--- src/design/slpm_pkg.sv ---
`default_nettype none
package slpm_pkg;

    // ----------------------------------------------------------------
    // timing
    // ----------------------------------------------------------------
    localparam int CLK_PERIOD_PS    = 25000;
    localparam int PARTIAL_EXIT_NS  = 10;
    localparam int SLUMBER_EXIT_MS  = 10;
    localparam int DEVSLP_EXIT_MS   = 20;
    localparam int PARTIAL_EXIT_CYC =
        (PARTIAL_EXIT_NS * 1000 / CLK_PERIOD_PS) < 1 ? 1 :
        (PARTIAL_EXIT_NS * 1000 / CLK_PERIOD_PS);
    localparam int SLUMBER_EXIT_CYC =
        int'(64'(SLUMBER_EXIT_MS) * 64'd1000000000 / 64'(CLK_PERIOD_PS));
    localparam int DEVSLP_EXIT_CYC  =
        int'(64'(DEVSLP_EXIT_MS) * 64'd1000000000 / 64'(CLK_PERIOD_PS));

    // ----------------------------------------------------------------
    // configuration field
    // ----------------------------------------------------------------
    localparam logic [7:0] CFG_OVERRIDE_OFS = 8'h9c;
    localparam int         CFG_OVERRIDE_BIT = 7;

    // ----------------------------------------------------------------
    // link power states, gray along active-partial-slumber-devslp
    // ----------------------------------------------------------------
    typedef enum logic [2:0] {
        SLPM_ACTIVE  = 3'h0,
        SLPM_PARTIAL = 3'h1,
        SLPM_SLUMBER = 3'h3,
        SLPM_DEVSLP  = 3'h2,
        SLPM_WAKING  = 3'h6
    } slpm_link_e;

endpackage : slpm_pkg
`default_nettype wire

--- src/design/slpm_port.sv ---
`timescale 1ns/10ps
`default_nettype none
module slpm_port #(
    parameter int SLUMBER_CYC = slpm_pkg::SLUMBER_EXIT_CYC,
    parameter int DEVSLP_CYC  = slpm_pkg::DEVSLP_EXIT_CYC
) (
    input  wire logic clk_i,
    input  wire logic rst_i,
    input  wire logic d3_i,
    input  wire logic pm_partial_req_i,
    input  wire logic pm_slumber_req_i,
    input  wire logic devslp_req_i,
    input  wire logic cable_req_i,
    input  wire logic rx_comwake_i,
    input  wire logic link_up_i,
    output logic      pm_ack_o,
    output logic      comwake_o,
    output logic      devslp_o,
    output logic      link_ready_o,
    output logic      wake_timeout_o,
    output logic [2:0] link_state_o
);
    localparam int TW = $clog2(DEVSLP_CYC + 1);

    slpm_pkg::slpm_link_e st_ff, nxt_st;
    slpm_pkg::slpm_link_e from_ff, nxt_from;
    logic [TW-1:0]        tmr_ff, nxt_tmr;
    logic                 ack_ff, nxt_ack;
    logic                 cw_ff, nxt_cw;
    logic                 to_ff, nxt_to;
    logic [TW-1:0]        limit;

    // ----------------------------------------------------------------
    // link state record
    // ----------------------------------------------------------------
    always_comb begin
        case (from_ff)
            slpm_pkg::SLPM_PARTIAL: limit = TW'(slpm_pkg::PARTIAL_EXIT_CYC);
            slpm_pkg::SLPM_SLUMBER: limit = TW'(SLUMBER_CYC);
            default:                limit = TW'(DEVSLP_CYC);
        endcase
    end

    always_comb begin
        nxt_st   = st_ff;
        nxt_from = from_ff;
        nxt_tmr  = tmr_ff;
        nxt_ack  = 1'b0;
        nxt_cw   = 1'b0;
        nxt_to   = to_ff;
        if (d3_i) begin
            nxt_st = st_ff;
        end else begin
            case (st_ff)
                slpm_pkg::SLPM_ACTIVE: begin
                    if (pm_partial_req_i || pm_slumber_req_i) begin
                        nxt_ack = 1'b1;
                        nxt_st  = pm_slumber_req_i ? slpm_pkg::SLPM_SLUMBER
                                                   : slpm_pkg::SLPM_PARTIAL;
                    end
                end
                slpm_pkg::SLPM_PARTIAL, slpm_pkg::SLPM_SLUMBER: begin
                    if (st_ff == slpm_pkg::SLPM_SLUMBER && devslp_req_i) begin
                        nxt_st = slpm_pkg::SLPM_DEVSLP;
                    end else if (cable_req_i || rx_comwake_i) begin
                        nxt_cw   = cable_req_i;
                        // keep the longer device sleep budget
                        if (from_ff != slpm_pkg::SLPM_DEVSLP) begin
                            nxt_from = st_ff;
                        end
                        nxt_tmr  = '0;
                        nxt_st   = slpm_pkg::SLPM_WAKING;
                    end
                end
                slpm_pkg::SLPM_DEVSLP: begin
                    if (!devslp_req_i) begin
                        nxt_st   = slpm_pkg::SLPM_SLUMBER;
                        nxt_from = slpm_pkg::SLPM_DEVSLP;
                    end
                end
                slpm_pkg::SLPM_WAKING: begin
                    nxt_tmr = tmr_ff + TW'(1);
                    if (link_up_i) begin
                        nxt_st   = slpm_pkg::SLPM_ACTIVE;
                        nxt_from = slpm_pkg::SLPM_SLUMBER;
                        nxt_to   = 1'b0;
                    end else if (tmr_ff >= limit) begin
                        nxt_to  = 1'b1;
                        nxt_cw  = 1'b1;
                        nxt_tmr = '0;
                    end
                end
                default: nxt_st = slpm_pkg::SLPM_ACTIVE;
            endcase
        end
    end

    always_ff @(posedge clk_i or posedge rst_i) begin
        if (rst_i) begin
            st_ff   <= slpm_pkg::SLPM_ACTIVE;
            from_ff <= slpm_pkg::SLPM_SLUMBER;
            tmr_ff  <= '0;
            ack_ff  <= 1'b0;
            cw_ff   <= 1'b0;
            to_ff   <= 1'b0;
        end else begin
            st_ff   <= nxt_st;
            from_ff <= nxt_from;
            tmr_ff  <= nxt_tmr;
            ack_ff  <= nxt_ack;
            cw_ff   <= nxt_cw;
            to_ff   <= nxt_to;
        end
    end

    assign pm_ack_o       = ack_ff;
    assign comwake_o      = cw_ff;
    assign devslp_o       = (st_ff == slpm_pkg::SLPM_DEVSLP);
    assign link_ready_o   = (st_ff == slpm_pkg::SLPM_ACTIVE) && !d3_i;
    assign wake_timeout_o = to_ff;
    assign link_state_o   = st_ff;

    // ----------------------------------------------------------------
    // checks
    // ----------------------------------------------------------------
    a_ack_follows_req: assert property (@(posedge clk_i) disable iff (rst_i)
        (!d3_i && st_ff == slpm_pkg::SLPM_ACTIVE && pm_partial_req_i)
        |=> pm_ack_o)
        else $error("drive request not acknowledged");
    a_no_self_lpm: assert property (@(posedge clk_i) disable iff (rst_i)
        (st_ff == slpm_pkg::SLPM_ACTIVE &&
         nxt_st inside {slpm_pkg::SLPM_PARTIAL, slpm_pkg::SLPM_SLUMBER})
        |-> (pm_partial_req_i || pm_slumber_req_i))
        else $error("host started a power transition");
    a_wake_comwake: assert property (@(posedge clk_i) disable iff (rst_i)
        (!d3_i && cable_req_i && !devslp_req_i &&
         st_ff inside {slpm_pkg::SLPM_PARTIAL, slpm_pkg::SLPM_SLUMBER})
        |=> comwake_o && st_ff == slpm_pkg::SLPM_WAKING)
        else $error("no comwake before cable use");
    a_devslp_entry: assert property (@(posedge clk_i) disable iff (rst_i)
        $rose(devslp_o) |-> $past(st_ff) == slpm_pkg::SLPM_SLUMBER)
        else $error("device sleep entered outside slumber");
    a_devslp_exit: assert property (@(posedge clk_i) disable iff (rst_i)
        $fell(devslp_o) |-> st_ff == slpm_pkg::SLPM_SLUMBER)
        else $error("device sleep exit not to slumber");
    a_d3_hold: assert property (@(posedge clk_i) disable iff (rst_i)
        d3_i ##1 d3_i |-> $stable(st_ff))
        else $error("link state lost in low power state");
endmodule : slpm_port
`default_nettype wire

--- src/design/slpm_top.sv ---
`timescale 1ns/10ps
`default_nettype none
module slpm_top #(
    parameter int NPORTS      = 6,
    parameter int SLUMBER_CYC = slpm_pkg::SLUMBER_EXIT_CYC,
    parameter int DEVSLP_CYC  = slpm_pkg::DEVSLP_EXIT_CYC
) (
    input  wire logic              clk_i,
    input  wire logic              rst_i,
    input  wire logic              d3_i,
    input  wire logic              raid_mode_i,
    input  wire logic              ahci_enable_override_i,
    input  wire logic              acc_valid_i,
    input  wire logic [1:0]        acc_space_i,
    input  wire logic              irq_pending_i,
    input  wire logic [NPORTS-1:0] pm_partial_req_i,
    input  wire logic [NPORTS-1:0] pm_slumber_req_i,
    input  wire logic [NPORTS-1:0] devslp_req_i,
    input  wire logic [NPORTS-1:0] cable_req_i,
    input  wire logic [NPORTS-1:0] rx_comwake_i,
    input  wire logic [NPORTS-1:0] link_up_i,
    output logic                   acc_accept_o,
    output logic                   acc_abort_o,
    output logic                   irq_o,
    output logic                   raid_avail_o,
    output logic [NPORTS-1:0]      phy_enable_o,
    output logic [NPORTS-1:0]      dev_present_o,
    output logic [NPORTS-1:0]      pm_ack_o,
    output logic [NPORTS-1:0]      comwake_o,
    output logic [NPORTS-1:0]      devslp_o,
    output logic [NPORTS-1:0]      link_ready_o,
    output logic [NPORTS-1:0]      wake_timeout_o,
    output logic [3*NPORTS-1:0]    link_state_o
);
    // acc_space_i: 0 configuration, 1 memory, 2 I/O
    logic acc_ok_ff, nxt_acc_ok;
    logic acc_ab_ff, nxt_acc_ab;
    logic irq_ff,    nxt_irq;
    logic raid_ff,   nxt_raid;

    // ----------------------------------------------------------------
    // function power state gating and raid override gating
    // ----------------------------------------------------------------
    always_comb begin
        nxt_acc_ok = acc_valid_i && (!d3_i || acc_space_i == 2'h0);
        nxt_acc_ab = acc_valid_i && d3_i && acc_space_i != 2'h0;
        nxt_irq    = irq_pending_i && !d3_i;
        nxt_raid   = raid_mode_i && !ahci_enable_override_i;
    end

    always_ff @(posedge clk_i or posedge rst_i) begin
        if (rst_i) begin
            acc_ok_ff <= 1'b0;
            acc_ab_ff <= 1'b0;
            irq_ff    <= 1'b0;
            raid_ff   <= 1'b0;
        end else begin
            acc_ok_ff <= nxt_acc_ok;
            acc_ab_ff <= nxt_acc_ab;
            irq_ff    <= nxt_irq;
            raid_ff   <= nxt_raid;
        end
    end

    assign acc_accept_o  = acc_ok_ff;
    assign acc_abort_o   = acc_ab_ff;
    assign irq_o         = irq_ff;
    assign raid_avail_o  = raid_ff;
    assign phy_enable_o  = {NPORTS{!d3_i}};
    assign dev_present_o = link_up_i & {NPORTS{!d3_i}};

    // ----------------------------------------------------------------
    // per-port link power record
    // ----------------------------------------------------------------
    for (genvar p = 0; p < NPORTS; p++) begin : g_port
        slpm_port #(
            .SLUMBER_CYC (SLUMBER_CYC),
            .DEVSLP_CYC  (DEVSLP_CYC)
        ) u_port (
            .clk_i            (clk_i),
            .rst_i            (rst_i),
            .d3_i             (d3_i),
            .pm_partial_req_i (pm_partial_req_i[p]),
            .pm_slumber_req_i (pm_slumber_req_i[p]),
            .devslp_req_i     (devslp_req_i[p]),
            .cable_req_i      (cable_req_i[p]),
            .rx_comwake_i     (rx_comwake_i[p]),
            .link_up_i        (link_up_i[p]),
            .pm_ack_o         (pm_ack_o[p]),
            .comwake_o        (comwake_o[p]),
            .devslp_o         (devslp_o[p]),
            .link_ready_o     (link_ready_o[p]),
            .wake_timeout_o   (wake_timeout_o[p]),
            .link_state_o     (link_state_o[3*p +: 3])
        );
    end

    // ----------------------------------------------------------------
    // checks
    // ----------------------------------------------------------------
    a_d3_abort: assert property (@(posedge clk_i) disable iff (rst_i)
        (d3_i && acc_valid_i && acc_space_i != 2'h0)
        |=> acc_abort_o && !acc_accept_o)
        else $error("d3 memory or io access not aborted");
    a_d3_cfg_ok: assert property (@(posedge clk_i) disable iff (rst_i)
        (acc_valid_i && acc_space_i == 2'h0) |=> acc_accept_o)
        else $error("configuration access refused");
    a_d3_no_irq: assert property (@(posedge clk_i) disable iff (rst_i)
        $past(d3_i) |-> !irq_o)
        else $error("interrupt raised in d3");
    a_irq_d0: assert property (@(posedge clk_i) disable iff (rst_i)
        (!d3_i && irq_pending_i) |=> irq_o)
        else $error("pending interrupt not raised in d0");
    a_raid_gate: assert property (@(posedge clk_i) disable iff (rst_i)
        (raid_mode_i && ahci_enable_override_i) |=> !raid_avail_o)
        else $error("raid available with override set");
    a_d3_phy_off: assert property (@(posedge clk_i) disable iff (rst_i)
        d3_i |-> (phy_enable_o == '0 && dev_present_o == '0))
        else $error("port powered in d3");
endmodule : slpm_top
`default_nettype wire

--- config.mk ---
export PLATFORM = sky130hd
export DESIGN_NAME = slpm_top
export DESIGN_NICKNAME = d
export VERILOG_FILES = /design/src/design/slpm_pkg.sv /design/src/design/slpm_port.sv /design/src/design/slpm_top.sv
export SDC_FILE = /design/constraint.sdc
export NUM_CORES = 1
export LEC_CHECK = 0
export BUFFER_PORTS_ARGS = -buffer_cell sky130_fd_sc_hd__buf_2
export CORE_MARGIN = 2
export CORE_UTILIZATION = 60
export DETAILED_ROUTE_END_ITERATION = 8
export HOLD_SLACK_MARGIN = 0.06
export PLACE_DENSITY = 0.83
export SLEW_MARGIN = 20
export SYNTH_ARGS = -nofsm -noshare
export SYNTH_HDL_FRONTEND = slang
export SYNTH_SLANG_ARGS = --single-unit
--- constraint.sdc ---
create_clock -name clk_i -period 7.7 [get_ports clk_i]
set_clock_uncertainty 0.2 [all_clocks]
set_input_delay 1.54 -clock clk_i [delete_from_list [all_inputs] [get_ports clk_i]]
set_output_delay 1.54 -clock clk_i [all_outputs]
set_load 0.05 [all_outputs]
==> results.json <==
{
  "hold_viol_final": 0,
  "holdBufCountCts": 0,
  "place_area_sq_um": 11760,
  "min_to": "g_port[3].u_port.from_ff[0]$_DFFE_PP1P_",
  "worstPathRequired_ns": 5.96,
  "start_util_pct": 60.85,
  "die_w_um": 141.3,
  "drc": 0,
  "wl_met1_um": 11240,
  "clock_latency_ns": 0.43,
  "p_leak_nw": 5.771,
  "postSynthAreaPerCell_sq_um": 9.059,
  "r2r_cells": 8,
  "post-route-period-util_pct": 57.70,
  "cts_buffer_depth": 2,
  "rows": 50,
  "rsz0062_at_grt": "no",
  "powerDensity_nw_per_um2": 291.9,
  "cts_sinks": 178,
  "synth.largest_area_cell": "dfrtp_1",
  "nNetsFinal": 1425,
  "grt_pass1_vias": 8951,
  "dr_wl_met2_um": 12830,
  "fp.coreArea_sq_um": 18580,
  "grt_overflow": 0,
  "synthTopCellsByCount": "dfrtp_1, nor2_1, nand2_1",
  "wl_met3_um": 1017,
  "ios": 109,
  "max_cap_viol_count": 0,
  "hold_depth": 2,
  "setup_viol": 0,
  "fill_cells": 1477,
  "reg2reg_to": "g_port[1].u_port.tmr_ff[0]$_DFFE_PP0P_",
  "area_growth_syn_to_layout_pct": 9.750,
  "slew_violations": 0,
  "grt.total_usage_pct": 26.03,
  "cts_resized": 0,
  "clk_pin_slew_ns": 0.06,
  "post_cts_buffers": 0,
  "synth_top_area_share_pct": 36.74,
  "cts_root_buf": "clkbuf_16",
  "cts_tree": "built",
  "grt_pass1_wl_um": 42700,
  "htreeDepth": 4,
  "fmax_ghz": 0.2251,
  "ys_top_cells_by_area": "dfrtp_1, ha_1, nor2_1, nand2_1, a21oi_1",
  "die_h_um": 141.3,
  "hp-start": "g_port[3].u_port.from_ff[0]$_DFFE_PP1P_",
  "dp_hpwl_um": 18210,
  "drtIter0Drc": 583,
  "synth_flop_cell": "dfrtp_1",
  "synth_nets": 1365,
  "yosysSeqAreaShare_pct": 39.53,
  "worst_slew_pin_slew_ns": 1.001,
  "antenna_found_initial": 0,
  "fin_ws_ns": 3.257,
  "syn_inst": 1248,
  "period_minus_slack_ns": 4.443,
  "rr_startpoint": "g_port[1].u_port.from_ff[0]$_DFFE_PP1P_",
  "wl_per_cell_um": 16.35,
  "synth_area_sq_um": 11310,
  "finalInstanceArea_sq_um": 12410,
  "path_max_fanout": 22,
  "peakVddDrop_uv": 199.3,
  "dieArea_sq_um": 19960,
  "worstPathArrival_ns": 2.70,
  "finalSetupTns_ns": 0,
  "dr.max_layer_used": "met4",
  "vias_per_cell": 6.018,
  "crit_type": "in2out",
  "portBuffers": 108,
  "yosysWarnings": 0,
  "synth.distinct_cells": 81,
  "cts_buffers": 17,
  "relSlewSlack_pct": 32.98,
  "wl_um": 25420,
  "hold_path.class": "reg2reg",
  "grt_start_max_net_pins": 66,
  "ff2ff_setup_slack_ns": 3.62,
  "seq_area_sq_um": 4469,
  "first_pass_iters": 5,
  "gp_congestion": 0.8416,
  "status": "completed",
  "multiInputGateArea_sq_um": 6289,
  "postRouteAntennaNets": 0,
  "layout-drive-gt1-share_pct": 15.22,
  "antenna_cells": 0,
  "num_vias": 9358,
  "cp-end-kind": "output port",
  "yosysMostFrequentCell": "dfrtp_1",
  "synth_seq_cells": 178,
  "synth-async-reset-ratio_pct": 100.0,
  "pre_cts_ws_ns": 3.286,
  "cp-start-kind": "input port",
  "synth_edf_count": 0
}
-- cell families (layout without fill, tap and decap cells) --
kind of cell               count (synthesis)  count (layout)  share of synthesized area (%)
AOI/OAI and AO/OA                        252             252                          15.23
xor gates and xnor gates                  72              72                          5.578
adders and majority gates                 72              72                          7.968
buffers and inverters                    106             179                          4.903
DFF                                      178             178                          39.53
muxes                                     24              24                          2.313
and+or+nand+nor                          544             544                          24.48
-- sequential cells by signal, summed over array words and instances (netlist names) --
name	cells
acc_abort_o	1
acc_accept_o	1
g_port.u_port.comwake_o	6
g_port.u_port.from_ff	18
g_port.u_port.link_state_o	18
g_port.u_port.pm_ack_o	6
g_port.u_port.tmr_ff	120
g_port.u_port.wake_timeout_o	6
irq_o	1
raid_avail_o	1
-- worst max path at each step --
| stage | start | endpoint | slack [ns] | depth (start not counted) |
|---|---|---|---|---|
| finish | d3_i | link_ready_o[1] | 3.26 | 4 |
| global route | d3_i | link_ready_o[3] | 3.20 | 4 |
| CTS | d3_i | link_ready_o[1] | 3.28 | 4 |
| detailed placement | d3_i | link_ready_o[1] | 3.29 | 4 |
| global placement | d3_i | phy_enable_o[2] | 3.32 | 3 |
| floorplan | rst_i | acc_abort_o$_DFF_PP0_ | 1.15 | 1 |
-- final cells by class --
class                           instances  share of cell area [%]
Inverter                               32                   1.008
Tap cell                              234                   2.360
Clock buffer                           19                   3.489
Multi-Input combinational cell        964                   50.68
Sequential cell                       178                   36.02
Clock inverter                         13                   1.664
Timing Repair Buffer                  115                   4.780
-- routing by layer --
layer,vias to the layer above,track usage [%]
met4,0,8.368
met5,-,0
met1,4494,33.84
met3,30,4.016
li1,4597,-
met2,237,44.99
-- placed cells by master, fill, tap and decap left out, drive strengths merged, types with 6 or more instances in the layout --
cell,count
xnor2,29
or4,6
a21boi,6
and2,20
nand3b,7
dfstp,12
and3,33
nor3,42
and4,6
o31ai,7
mux2i,7
ha,72
a21oi,79
dfrtp,166
o21a,9
a2111oi,6
or2,7
o21ai,45
nor2b,42
mux2,17
a211oi,6
inv,35
buf,115
a2bb2oi,7
nor4,25
a21o,14
nand3,44
a22o,12
a31oi,12
nand2,109
clkbuf,19
xor2,43
nor2,147
nand4,29
-- critical path, cell delays in order --
cell	delay (ns)
buf_2	0.26
buf_4	0.28
nor4_1	0.27
buf_2	0.33
-- metrics by stage --
stage	util, %	instances	power (mW)	hold WS (ns)
after floorplan	-	1248	2.405	0.2624
after global placement	63.31	1523	2.627	0.2738
after detailed placement	63.31	1523	2.674	0.2869
after CTS	66.75	1555	3.633	0.2959
after global routing	66.78	1555	3.850	0.3148
final	66.78	1555	3.622	0.2937
-- power breakdown --
| part | switching, mW | internal (mW) |
|---|---|---|
| registers | 0.203 | 1.08 |
| logic | 0.936 | 0.453 |
| clock network | 0.373 | 0.578 |
No activity file was read; power rests on OpenSTA's default activity.
